`config.mk`:
```
export PLATFORM = sky130hd
export DESIGN_NAME = cid_chassis_intrusion
export DESIGN_NICKNAME = d
export VERILOG_FILES = /design/src/cid_pkg.sv /design/src/cid_chassis_intrusion.sv
export VERILOG_INCLUDE_DIRS = /design/src /design/src/src
export SDC_FILE = /design/constraint.sdc
export NUM_CORES = 1
export LEC_CHECK = 0
export ABC_CLOCK_PERIOD_IN_PS = 2300
export BUFFER_PORTS_ARGS = -buffer_cell sky130_fd_sc_hd__buf_2
export CAP_MARGIN = 25
export CORE_MARGIN = 4
export CORE_UTILIZATION = 30
export CTS_CLUSTER_SIZE = 14
export DETAILED_ROUTE_END_ITERATION = 16
export GPL_ROUTABILITY_DRIVEN = 0
export GPL_TIMING_DRIVEN = 1
export SYNTH_ARGS = -nofsm -noshare
export SYNTH_HDL_FRONTEND = slang
export SYNTH_SLANG_ARGS = --single-unit
export TNS_END_PERCENT = 20
```
`constraint.sdc`:
```
create_clock -name ref_clk -period 2.3 [get_ports ref_clk]
set_clock_uncertainty 0.05 [all_clocks]
set_input_delay 0.46 -clock ref_clk [delete_from_list [all_inputs] [get_ports ref_clk]]
set_output_delay 0.46 -clock ref_clk [all_outputs]
set_load 0.02 [all_outputs]
```
`src/cid_defs.svh`:
```
`ifndef CID_DEFS_SVH
`define CID_DEFS_SVH
// byte addresses of the registers on the axi4-lite slave
`define CID_OFF_STATUS 8'h00
`define CID_OFF_PROTECT 8'h04
`define CID_OFF_PINSEL 8'h08
`define CID_OFF_IRQROUTE 8'h0c
`define CID_OFF_EVROUTE 8'h10
// field positions
`define CID_BIT_INTRUSION 4
`define CID_BIT_LEVEL 5
`define CID_BIT_ALERT_SEL 6
`define CID_BIT_IRQ_PIN 2
`define CID_BIT_IRQ_CH2 4
`define CID_BIT_EV_ROUTE 5
// reset value of every configuration register
`define CID_CFG_RST 8'h00
// noise filter: stable time in ns and derived cycle count at 200 mhz
`define CID_FILT_NS 1000
`define CID_CLK_NS 5
`define CID_FILT_CYC ((`CID_FILT_NS + `CID_CLK_NS - 1) / `CID_CLK_NS)
`define CID_FILT_W 8
// axi responses
`define CID_RESP_OKAY 2'b00
`define CID_RESP_SLVERR 2'b10
`endif

```
`src/cid_pkg.sv`:
```
package cid_pkg;
  // axi4-lite request and answer groups
  typedef struct packed {
    logic [7:0] addr;
    logic [31:0] data;
    logic [3:0] strb;
  } cid_wreq_t;
  typedef struct packed {
    logic [31:0] data;
    logic [1:0] resp;
  } cid_rans_t;
  // indications driven toward the system, all active low
  typedef struct packed {
    logic alert_n;
    logic irq_n;
    logic irq_ch2_n;
  } cid_ind_t;
endpackage

```
`src/cid_chassis_intrusion.sv`:
```
`include "cid_defs.svh"
module cid_chassis_intrusion (
  // clock and reset
  input wire logic ref_clk,
  input wire logic arst_n,
  // chassis switch pin
  input wire logic chassis_switch_in,
  // indications, active low
  output cid_pkg::cid_ind_t ind_r,
  // axi4-lite write address
  input wire logic [7:0] s_awaddr,
  input wire logic s_awvalid,
  output logic s_awready,
  // axi4-lite write data
  input wire logic [31:0] s_wdata,
  input wire logic [3:0] s_wstrb,
  input wire logic s_wvalid,
  output logic s_wready,
  // axi4-lite write response
  output logic [1:0] s_bresp,
  output logic s_bvalid,
  input wire logic s_bready,
  // axi4-lite read address
  input wire logic [7:0] s_araddr,
  input wire logic s_arvalid,
  output logic s_arready,
  // axi4-lite read data
  output logic [31:0] s_rdata,
  output logic [1:0] s_rresp,
  output logic s_rvalid,
  input wire logic s_rready
);
  import cid_pkg::*;

  localparam int FILT_CYC = `CID_FILT_CYC;
  localparam logic [`CID_FILT_W-1:0] FILT_MAX =
    `CID_FILT_W'(FILT_CYC - 1);

  logic sync1_r, sync2_r;
  logic filt_r, filt_d_r;
  logic [`CID_FILT_W-1:0] cnt_r;
  logic sticky_r;
  logic [7:0] protect_r, pinsel_r, irqroute_r, evroute_r;
  logic aw_have_r, w_have_r;
  cid_wreq_t wreq_r;
  logic edge_seen;
  logic clr_req;
  logic wr_fire;

  // two-flop synchroniser; only sync2 is looked at by logic
  always_ff @(posedge ref_clk or negedge arst_n)
  begin
    if (!arst_n)
    begin
      sync1_r <= 1'b0;
      sync2_r <= 1'b0;
    end
    else
    begin
      sync1_r <= chassis_switch_in;
      sync2_r <= sync1_r;
    end
  end

  // filter: a level must hold for FILT_CYC cycles before it is taken
  always_ff @(posedge ref_clk or negedge arst_n)
  begin
    if (!arst_n)
    begin
      cnt_r <= '0;
      filt_r <= 1'b0;
    end
    else if (sync2_r == filt_r)
      cnt_r <= '0;
    else if (cnt_r == FILT_MAX)
    begin
      filt_r <= sync2_r;
      cnt_r <= '0;
    end
    else
      cnt_r <= cnt_r + 1'b1;
  end

  // delayed copy for edge detection; seeded at the first clock after reset, and both
  // copies reset low, so an open level at reset release is taken for an intrusion once filtered
  logic seeded_r;
  always_ff @(posedge ref_clk or negedge arst_n)
  begin
    if (!arst_n)
    begin
      filt_d_r <= 1'b0;
      seeded_r <= 1'b0;
    end
    else
    begin
      filt_d_r <= filt_r;
      seeded_r <= 1'b1;
    end
  end
  assign edge_seen = seeded_r && (filt_r != filt_d_r);

  // write acceptance: address and data taken in either order
  assign wr_fire = aw_have_r && w_have_r && !s_bvalid;
  always_ff @(posedge ref_clk or negedge arst_n)
  begin
    if (!arst_n)
    begin
      aw_have_r <= 1'b0;
      w_have_r <= 1'b0;
      wreq_r <= '0;
    end
    else
    begin
      if (s_awvalid && s_awready)
      begin
        aw_have_r <= 1'b1;
        wreq_r.addr <= s_awaddr;
      end
      else if (wr_fire)
        aw_have_r <= 1'b0;
      if (s_wvalid && s_wready)
      begin
        w_have_r <= 1'b1;
        wreq_r.data <= s_wdata;
        wreq_r.strb <= s_wstrb;
      end
      else if (wr_fire)
        w_have_r <= 1'b0;
    end
  end
  assign s_awready = !aw_have_r && !s_bvalid;
  assign s_wready = !w_have_r && !s_bvalid;

  // write response; unmapped addresses answer slverr
  always_ff @(posedge ref_clk or negedge arst_n)
  begin
    if (!arst_n)
    begin
      s_bvalid <= 1'b0;
      s_bresp <= `CID_RESP_OKAY;
    end
    else if (wr_fire)
    begin
      s_bvalid <= 1'b1;
      s_bresp <= (wreq_r.addr > `CID_OFF_EVROUTE || wreq_r.addr[1:0] != 2'b00)
        ? `CID_RESP_SLVERR : `CID_RESP_OKAY;
    end
    else if (s_bready)
      s_bvalid <= 1'b0;
  end

  // configuration registers, byte lane 0 only
  always_ff @(posedge ref_clk or negedge arst_n)
  begin
    if (!arst_n)
    begin
      protect_r <= `CID_CFG_RST;
      pinsel_r <= `CID_CFG_RST;
      irqroute_r <= `CID_CFG_RST;
      evroute_r <= `CID_CFG_RST;
    end
    else if (wr_fire && wreq_r.strb[0])
    begin
      case (wreq_r.addr)
        `CID_OFF_PROTECT: protect_r <= wreq_r.data[7:0];
        `CID_OFF_PINSEL: pinsel_r <= wreq_r.data[7:0];
        `CID_OFF_IRQROUTE: irqroute_r <= wreq_r.data[7:0];
        `CID_OFF_EVROUTE: evroute_r <= wreq_r.data[7:0];
        default: ;
      endcase
    end
  end

  // sticky bit: write-one-to-clear, a fresh edge wins over the clear
  assign clr_req = wr_fire && wreq_r.strb[0] &&
    wreq_r.addr == `CID_OFF_STATUS && wreq_r.data[`CID_BIT_INTRUSION];
  always_ff @(posedge ref_clk or negedge arst_n)
  begin
    if (!arst_n)
      sticky_r <= 1'b0;
    else if (edge_seen)
      sticky_r <= 1'b1;
    else if (clr_req)
      sticky_r <= 1'b0;
  end

  // read channel; one cycle after arvalid the data is offered
  always_ff @(posedge ref_clk or negedge arst_n)
  begin
    if (!arst_n)
    begin
      s_rvalid <= 1'b0;
      s_rdata <= '0;
      s_rresp <= `CID_RESP_OKAY;
    end
    else if (s_arvalid && s_arready)
    begin
      s_rvalid <= 1'b1;
      s_rresp <= `CID_RESP_OKAY;
      s_rdata <= '0;
      case (s_araddr)
        `CID_OFF_STATUS:
        begin
          s_rdata[`CID_BIT_INTRUSION] <= sticky_r;
          s_rdata[`CID_BIT_LEVEL] <= filt_r;
        end
        `CID_OFF_PROTECT: s_rdata[7:0] <= protect_r;
        `CID_OFF_PINSEL: s_rdata[7:0] <= pinsel_r;
        `CID_OFF_IRQROUTE: s_rdata[7:0] <= irqroute_r;
        `CID_OFF_EVROUTE: s_rdata[7:0] <= evroute_r;
        default: s_rresp <= `CID_RESP_SLVERR;
      endcase
    end
    else if (s_rready)
      s_rvalid <= 1'b0;
  end
  assign s_arready = !s_rvalid;

  // indications, registered; released (high) when not selected
  logic smi_act;
  assign smi_act = sticky_r && evroute_r[`CID_BIT_EV_ROUTE];
  always_ff @(posedge ref_clk or negedge arst_n)
  begin
    if (!arst_n)
      ind_r <= 3'h7;
    else
    begin
      ind_r.alert_n <= !(protect_r[`CID_BIT_ALERT_SEL] && sticky_r);
      ind_r.irq_n <= !(pinsel_r[`CID_BIT_IRQ_PIN] && smi_act);
      ind_r.irq_ch2_n <= !(irqroute_r[`CID_BIT_IRQ_CH2] && smi_act);
    end
  end
endmodule

```
# Word level (Yosys, flattened, before mapping)

Index checks and enable logic that the tools add are counted.
Widths: inputs -> output; s select.

Add/sub/neg operators: 1
$lt $le $gt $ge: 1
Equality and inequality tests: 11
Muxes and demuxes: 16
Bitwise logic cells: 1
Reductions and logical operators: 37

Operators with widths:

| operator            | number |
|---|---|
| $eq 8x4->1 const B  | 4 |
| $eq 8x3->1 const B  | 2 |
| $eq 8x5->1 const B  | 2 |
| $logic_not 8->1     | 2 |
| $mux 8              | 2 |
| $pmux 4 s4          | 1 |
| $logic_and 1x1->1   | 15 |
| $reduce_bool 2->1   | 6 |
| $pmux 2 s5          | 1 |
| $reduce_and 2->1    | 5 |
| $mux 1              | 9 |
| $add 8x1->8 const B | 1 |
| $eq 8x8->1 const B  | 1 |
| $gt 8x5->1 const B  | 1 |
| $pmux 2 s4          | 1 |
| $logic_not 1->1     | 7 |
| $reduce_or 5->1     | 1 |
| $mux 2              | 2 |
| $eq 1x1->1          | 1 |
| $logic_or 1x1->1    | 1 |
| $ne 1x1->1          | 1 |
| $not 1->1           | 1 |

Flip-flop bits (word level): 82
Input bits: 60
Output and inout port bits: 44
Logic and storage cells: 91

# Depth between registers and ports, before layout

Gate-level depths: netlist of run 1.

Word-level depth: 7
Gate-level depth with buffers: 6
Depth with buffers taken out: 4

# Least setup slack after synthesis of run 1

Ideal clock, no wire load.

Path kind: register to register
Start point: register s_bvalid
End point: register protect_r[0]
Arrival time: 1733 ps
Data required time: 2125 ps
Setup slack: 391 ps
Cell stages (with the launch flop): 7
Buffers on the path: 2
Cell sequence: dfrtp_1 > and3b_1 > buf_6 > and4b_4 > and4b_1 > buf_6 > mux2_4

Word-level cells in the longest chain between the ends: 4

RTL lines:

| what                              | RTL line                     | text |
|---|---|---|
| start, declared                   | cid_chassis_intrusion.sv:21  | `output logic s_bvalid,` |
| start signal, assigned            | cid_chassis_intrusion.sv:139 | `s_bvalid <= 1'b0;` |
| start signal, assigned            | cid_chassis_intrusion.sv:144 | `s_bvalid <= 1'b1;` |
| start signal, assigned            | cid_chassis_intrusion.sv:149 | `s_bvalid <= 1'b0;` |
| $logic_not 1->1                   | cid_chassis_intrusion.sv:103 | `assign wr_fire = aw_have_r && w_have_r && !s_bvalid;` |
| $logic_and 1x1->1                 | cid_chassis_intrusion.sv:103 |  |
| $logic_and 1x1->1                 | cid_chassis_intrusion.sv:162 | `else if (wr_fire && wreq_r.strb[0])` |
| $reduce_and 2->1 (no source line) | --                           |  |
| end signal, assigned              | cid_chassis_intrusion.sv:157 | `` protect_r <= `CID_CFG_RST; `` |
| end signal, assigned              | cid_chassis_intrusion.sv:165 | `` `CID_OFF_PROTECT: protect_r <= wreq_r.data[7:0]; `` |
| end, declared                     | cid_chassis_intrusion.sv:43  | `logic [7:0] protect_r, pinsel_r, irqroute_r, evroute_r;` |

Every way passes these cells.
A chain may end at the register's enable or synchronous reset.

# Worst setup path in the final report of run 1

Start point: register s_bvalid
End point: register protect_r[1]

Same word-level chain as after synthesis.

==> results.cfg, run 1 <==
[run_status]
run_status = completed

[critical_path]
end_kind = register
cp.required_ps = 2460
start_kind = register
worst-path-max-fanout = 8
r2r_cells = 5
crit_type = reg2reg
crit_arrival_ps = 2160

[clock_network]
cts-root-buf = clkbuf_16
cts.path.max_buffers = 2
holdBufCountCts = 0
clkSinkCount = 80
cts_resized = 0
cts_buffers = 9
cts_tree = done
htree_levels = 3
clock_latency_ps = 330
post-cts-setup-buffers = 0
clk_pin_slew_worst_paths_ps = 60

[global_route]
grt_max_degree = 42
overflow = 0
grt_usage = 0.110
grt_antenna_before_repair = 0
grt_pass1_wl_um = 12100
grt_pass1_vias = 2339

[yosys]
ys_ff_latch = 80
syn_area_um2 = 3590
syn_inst = 275
ys.flop_type = dfrtp_1
ys_async_sr_fraction = 1.00
netlist.area_leader.share = 0.536
ys_types = 45
yosysSeqAreaShare = 0.558
synth_edf_count = 0
synth.area.top_cells = dfrtp_1 (54%), mux2_2 (13%), buf_4 (5.4%), mux2_4 (3.3%), mux2i_1 (2.8%)
synth_top_area_cell = dfrtp_1
yosys_warnings = 0
syn_avg_cell_area_um2 = 13.1

[routing]
routed-via-count = 2216
wl_per_cell_um = 15.1
drt-pass1-iter-count = 4
ant_nets = 0
vias_per_cell = 4.65
wirelength_um = 7210
drtIter0Drc = 84
drc = 0

[final_layout]
nFillCells = 1147
multi_input_area_um2 = 1430
layout.nets = 390
seq_area_um2 = 2010
final_layout_size_suffix_gt1_frac = 0.377
syn_to_final_growth_pct = 16.9
num_antenna_cells = 0

[sta]
slew_violations = 0
post-route-min-period_ps = 2000
finalHoldViolCount = 0
period_share = 0.869
setup_tns_ps = 0
slew_headroom = 0.643
worst_pin_slew_ps = 529
finalSetupViolations = 0
fmax_mhz = 500
rsz0062_at_grt = no
holdWs_ps = 70.3

[floorplanning]
die_x_um = 117
die_area_um2 = 13800
start_util = 0.311
die_h_um = 117
ios = 104
core_area_um2 = 11600
rows = 39

[placed_design]
dp.final_hpwl_um = 5130
portBuffers = 50

[power]
max-vdd-ir-drop_uv = 653
powerDensity_nw_per_um2 = 960
p_leak_nw = 2.03

[min_path]
hold_class = in2async

[job]
drv_cap = 0
==> worst max-delay path, stage by stage (launching register included) <==
cell and delay, ps:
dfrtp_1 410, and3b_1 370, and4b_4 320, and4b_1 190, buf_4 220, mux2_4 320
==> cells in the mapped netlist (all sizes together), types with 2 or more instances <==
master,instances
and2,4
a21oi,3
a22o,8
o32ai,2
o22ai,6
nand3,6
clkbuf,7
nor3,5
nor2,14
inv,2
nor2b,2
buf,29
dfstp,3
and4b,2
mux2i,10
dfrtp,77
mux2,50
nand2b,2
nand4,2
a31oi,2
a22oi,6
nand2,9
o21ai,3
xor2,6
conb,2
==> metrics by stage <==
step / setup WS, ps / cells / power, mW / area [um^2] / util
detailed placement: 294 / 461 / 2.72 / 3910 / 0.338
floorplan: 391 / 300 / 2.51 / 3690 / -
global route: 174 / 477 / 4.27 / 4200 / 0.363
finish: 302 / 477 / 4.03 / 4200 / 0.363
CTS: 270 / 477 / 4.10 / 4200 / 0.363
global placement: 354 / 461 / 2.68 / 3910 / 0.338
==> registers in the layout, indices dropped and copies added, names as in the netlist, 3 cells and up <==
signal      count
evroute_r       8
pinsel_r        8
wreq_r         17
protect_r       8
irqroute_r      8
ind_r           3
cnt_r           8
s_rdata         8
==> area by class of cell <==
type | count | area share
multi-input cells | 182 | 0.339
clock buffers | 14 | 0.0653
inverters | 2 | 0.00179
clock inverters | 2 | 0.00298
repair buffers | 54 | 0.0703
flip-flops and latches | 80 | 0.478
well taps | 143 | 0.0426
==> power breakdown <==
part           internal, mW  switching, mW  leakage (nW)
registers              1.69          0.257          1.04
logic                 0.369          0.379         0.844
clock network         0.818          0.518         0.139
==> final timing paths <==
path	to	startpoint	slack, ps
max	protect_r[1]	s_bvalid	300
min reg2reg	sync2_r	sync1_r	300
min in group ref_clk	sync1_r	chassis_switch_in	190
max reg2reg	protect_r[1]	s_bvalid	300
max in group asynchronous	ind_r[2]	arst_n	1470
min	wreq_r[10]	arst_n	70
==> layout by cell type (no fill, tap or decap), types with 3 or more instances in the layout <==
cell,count
a21oi_1,3
a22o_1,8
a22oi_1,6
and2_1,4
buf_2,49
buf_4,4
clkbuf_16,9
clkbuf_8,3
conb_1,27
dfrtp_1,77
dfstp_2,3
mux2_2,42
mux2_4,8
mux2i_1,10
nand2_1,9
nand3_1,5
nor2_1,14
nor3_1,4
o21ai_0,3
o22ai_1,6
xor2_1,6
==> logic make-up after synthesis <==
logic type,share of synthesized area
xor+xnor,0.0171
compound gates,0.0728
buf+inv,0.0714
mux,0.193
fa+ha+maj,0.00348
simple gates,0.0822
other cells,0.00209
flops,0.558
==> per-layer routing <==
metal	part of all wire	GRT usage	wire length, um
met5	0	0	0
met4	0.0042	0.0286	30
met1	0.47	0.145	3410
met2	0.46	0.171	3320
met3	0.063	0.0409	452
No activity file was read; power rests on OpenSTA's default activity.
==> run 2: changes to the inputs <==
--- a/config.mk
+++ b/config.mk
@@ -7,14 +7,15 @@
 export NUM_CORES = 1
 export LEC_CHECK = 0
 export ABC_CLOCK_PERIOD_IN_PS = 2300
-export BUFFER_PORTS_ARGS = -buffer_cell sky130_fd_sc_hd__buf_2
 export CAP_MARGIN = 25
 export CORE_MARGIN = 4
 export CORE_UTILIZATION = 30
 export CTS_CLUSTER_SIZE = 14
 export DETAILED_ROUTE_END_ITERATION = 16
+export DONT_BUFFER_PORTS = 1
 export GPL_ROUTABILITY_DRIVEN = 0
 export GPL_TIMING_DRIVEN = 1
+export RECOVER_POWER = 25
 export SYNTH_ARGS = -nofsm -noshare
 export SYNTH_HDL_FRONTEND = slang
 export SYNTH_SLANG_ARGS = --single-unit
==> results.cfg, run 2 (synthesis results as in run 1) <==
[final_layout]
final_layout_size_suffix_gt1_frac = 0.279
multi_input_area_um2 = 1430
num_antenna_cells = 0
regMostFlops = wreq_r
nFillCells = 1110
largest_register_ffs = 17
layout.nets = 343
seq_area_um2 = 2010
final_util = 0.344
final_area_um2 = 3980
layout_commonest_cell = dfrtp_1
syn_to_final_growth_pct = 10.7
final_cell_mix = dfrtp_1 (77), mux2_2 (42), conb_1 (27)
instances_no_fill = 430

[run_status]
run_status = finished with violations
violations = negative hold slack

[floorplanning]
start_util = 0.311
die_h_um = 117
core_area_um2 = 11600
ios = 104
die_x_um = 117
die_area_um2 = 13800
rows = 39

[routing]
routed-via-count = 2058
wirelength_um = 6920
drt-pass1-iter-count = 4
ant_nets = 0
wl_per_cell_um = 16.1
drc = 0
vias_per_cell = 4.79
drtIter0Drc = 93

[power]
max-vdd-ir-drop_uv = 750
p_int_mw = 2.92
switching_power_mw = 1.13
combinationalPowerShare = 0.164
switching_share = 0.279
seq_power_share = 0.481
powerDensity_nw_per_um2 = 1020
p_leak_nw = 1.84
clkPwrFrac = 0.355
total_power_mw = 4.05

[global_route]
grt_pass1_vias = 2108
grt_max_degree = 81
overflow = 0
grt_antenna_before_repair = 2
grt_pass1_wl_um = 11400
grt_usage = 0.104

[clock_network]
htree_levels = 3
clk_pin_slew_worst_paths_ps = 60
cts.path.max_buffers = 2
cts_resized = 0
cts-root-buf = clkbuf_16
cts_buffers = 9
clkSinkCount = 80
clock_latency_ps = 330
post-cts-setup-buffers = 0
cts_tree = done

[critical_path]
start_kind = register
crit_path_start = s_bvalid
cp-endpoint = protect_r[1]
r2r-end = protect_r[1]
crit_arrival_ps = 2090
crit_type = reg2reg
r2r_cells = 5
worst-path-max-fanout = 8
ff2ff_setup_slack_ps = 370
end_kind = register
r2r-start = s_bvalid
cp.required_ps = 2470

[placed_design]
portBuffers = 0
dp_worst_setup_slack_ps = 355
dp.final_hpwl_um = 4870
placed_cells = 414
postPlaceCellArea_um2 = 3670

[sta]
postLayoutSetupSlackWorst_ps = 372
finalSetupViolations = 0
holdWs_ps = -223
worst_pin_slew_ps = 664
slew_violations = 0
fmax_mhz = 519
rsz0062_at_grt = no
slew_headroom = 0.552
finalHoldViolCount = 80
period_share = 0.838
post-route-min-period_ps = 1930
setup_tns_ps = 0

[min_path]
hold_class = in2async

[job]
drv_cap = 0
## run 2: cell type report
class                           instances  share of cell area
Clock inverter                          5              0.0164
Multi-Input combinational cell        182               0.358
Sequential cell                        80               0.504
Tap cell                              143              0.0450
Timing Repair Buffer                    7              0.0132
Clock buffer                           11              0.0610
Inverter                                2             0.00189
## run 2: worst max-delay path, cell delays in order, from the launching register on
cell     delay, ps
dfrtp_1        370
and3b_1        340
and4b_4        320
and4b_1        210
buf_4          210
mux2_4         320
## run 2: per-layer routing
metal | up-vias | global-route usage | wire length [um]
met3 | 10 | 0.0505 | 581
met5 | - | 0 | 40
met1 | 1022 | 0.135 | 3110
li1 | 949 | - | -
met2 | 73 | 0.155 | 3120
met4 | 4 | 0.0330 | 70
## run 2: how the worst min path moves through the flow
stage | to | slack (ps) | cells past startpoint
after floorplan | aw_have_r | 110 | 0
after global placement | wreq_r[7] | 120 | 0
after detailed placement | wreq_r[5] | 120 | 0
after CTS | pinsel_r[1] | -240 | 0
after global routing | irqroute_r[1] | -250 | 0
final | wreq_r[5] | -220 | 0
## run 2: power groups by stage
stage / logic (mW) / clock network, mW / registers, mW
final: 0.664 / 1.44 / 1.95
after global routing: 0.736 / 1.55 / 2.00
after CTS: 0.673 / 1.49 / 1.95
after detailed placement: 0.669 / 0 / 1.98
after global placement: 0.648 / 0 / 1.96
after floorplan: 0.607 / 0 / 1.91
==> run 3: changes to the inputs <==
--- a/config.mk
+++ b/config.mk
@@ -6,7 +6,8 @@
 export SDC_FILE = /design/constraint.sdc
 export NUM_CORES = 1
 export LEC_CHECK = 0
-export ABC_CLOCK_PERIOD_IN_PS = 2300
+export ABC_AREA = 1
+export ABC_CLOCK_PERIOD_IN_PS = 1700
 export CAP_MARGIN = 25
 export CORE_MARGIN = 4
 export CORE_UTILIZATION = 30
==> constraint.sdc (replaced) <==
create_clock -name ref_clk -period 1.7 [get_ports ref_clk]
set_clock_uncertainty 0.05 [all_clocks]
set_input_delay 0.34 -clock ref_clk [delete_from_list [all_inputs] [get_ports ref_clk]]
set_output_delay 0.34 -clock ref_clk [all_outputs]
set_load 0.02 [all_outputs]
==> results.cfg, run 3 <==
[run_status]
run_status = finished with violations
violations = negative hold slack

[routing]
routed-via-count = 2697
ant_nets = 0
vias_per_cell = 4.35
drc = 0
wl_per_cell_um = 12.8
drt-pass1-iter-count = 4
drtIter0Drc = 177
wirelength_um = 7960

[floorplanning]
die_area_um2 = 14800
ios = 104
rows = 41
start_util = 0.307
die_x_um = 122
core_area_um2 = 12600
die_h_um = 122

[yosys]
ys.flop_type = dfrtp_1
syn_avg_cell_area_um2 = 8.99
synth.area.top_cells = dfrtp_1 (50%), nand2_1 (8.3%), buf_4 (5.2%), nand3_1 (5.0%), inv_1 (3.9%)
yosys_warnings = 0
synth_edf_count = 0
synth_common_cells = nand2_1 (86), dfrtp_1 (77), inv_1 (40), nor2_1 (40), nand3_1 (39)
synthMuxAreaShare = 0.00872
ys_async_sr_fraction = 1.00
synth_compound_area_frac = 0.109
synth_top_area_cell = dfrtp_1
syn_area_um2 = 3870
yosysSeqAreaShare = 0.518
synth_top_family_by_area = simple AND/OR/NAND/NOR gates
netlist.area_leader.share = 0.497
ys_types = 33
syn_inst = 431
synth_xor_area_frac = 0.00678
synthSimpleGateAreaFrac = 0.244
yosysMostFrequentCell = nand2_1
synth_fa_ha_area_frac = 0.00323
ys_ff_latch = 80

[critical_path]
start_kind = register
cp.required_ps = 1310
crit_family = flip-flops
crit_buf_inv = 1
worst-path-max-fanout = 4
crit_slowest_cell = dfrtp_1
cp_cell_sequence = nor2_1 > buf_4
crit_type = reg2out
crit_arrival_ps = 1080
end_kind = output pin
slowest_delay_ps = 430

[final_layout]
layout_commonest_cell = nand2_1
layout.nets = 504
largest_register_ffs = 17
syn_to_final_growth_pct = 12.0
regMostFlops = wreq_r
num_antenna_cells = 0
final_layout_size_suffix_gt1_frac = 0.183
final_cell_mix = nand2_1 (86), dfrtp_1 (77), inv_1 (40), nor2_1 (40), nand3_1 (39)

[power]
powerDensity_nw_per_um2 = 1260
p_leak_nw = 2.12
max-vdd-ir-drop_uv = 638

[sta]
slew_violations = 0
fmax_mhz = 680
post-route-min-period_ps = 1470
finalSetupViolations = 0
period_share = 0.865
finalHoldViolCount = 80
worst_pin_slew_ps = 588
holdWs_ps = -350
slew_headroom = 0.607
setup_tns_ps = 0
rsz0062_at_grt = no

[clock_network]
cts_tree = done
htree_levels = 3
holdBufCountCts = 1
cts-root-buf = clkbuf_16
clk_pin_slew_worst_paths_ps = 60
clock_latency_ps = 330
cts.path.max_buffers = 2
cts_buffers = 9
cts_resized = 0
clkSinkCount = 80

[job]
drv_cap = 0

[global_route]
grt_max_degree = 81
grt_pass1_wl_um = 13700
overflow = 0
grt_antenna_before_repair = 0
grt_pass1_vias = 2754
grt_usage = 0.118

[placed_design]
dp.final_hpwl_um = 5860
portBuffers = 0

[min_path]
hold_class = in2async
run 3: cell families after synthesis:
group                      Yosys count
buffers and inverters               78
other                                2
AOI/OAI and AO/OA                   66
and+or+nand+nor                    198
xor gates and xnor gates             3
DFF                                 80
adders and majority gates            1
muxes                                3
run 3: final timing paths:
check                           start           end  slack [ps]  cells after the start
max reg2reg                wreq_r[36]  evroute_r[0]         250                      9
max in group asynchronous      arst_n      ind_r[0]        1720                      0
min reg2reg                   sync1_r       sync2_r         300                      0
max                         aw_have_r     s_awready         230                      2
min                            arst_n    wreq_r[42]        -350                      0
min in group ref_clk         s_bready      s_bvalid          60                      1
run 3: what timing repair did:
action,CTS,global route
buffers inserted,0,1
setup endpoints to repair,0,1
endpoints found under the hold margin,81,80
run 3: layer usage:
metal  track usage  up-vias  share of wire  routed length (um)
li1              -     1358              -                   -
met1         0.157     1245           0.46                3690
met2         0.174       86           0.44                3480
met3        0.0478        8          0.085                 674
met4        0.0378        0          0.015                 123
met5             0        -              0                   0
run 3: stage by stage:
step | total power [mW] | utilization | cells | setup WS [ps] | instance area [um^2]
floorplan | 3.32 | - | 456 | 136 | 3970
global placement | 3.50 | 0.317 | 602 | 201 | 4000
detailed placement | 3.56 | 0.317 | 602 | 167 | 4000
CTS | 5.54 | 0.342 | 619 | 120 | 4320
global route | 5.82 | 0.344 | 620 | 30.0 | 4340
finish | 5.47 | 0.344 | 620 | 230 | 4340
run 3: power breakdown:
group | total, mW | internal (mW) | switching [mW]
combinational | 0.989 | 0.312 | 0.677
clock | 1.96 | 1.21 | 0.747
sequential | 2.52 | 2.21 | 0.306
total | 5.47 | 3.74 | 1.73
run 3: layout make-up:
| class | instances | area, um^2 |
|---|---|---|
| flip-flops and latches | 80 | 2010 |
| clock buffers | 11 | 253 |
| well taps | 172 | 215 |
| inverters | 44 | 165 |
| repair buffers | 10 | 103 |
| multi-input cells | 298 | 1540 |
| clock inverters | 5 | 55.1 |
| fillers | 1291 | 8280 |
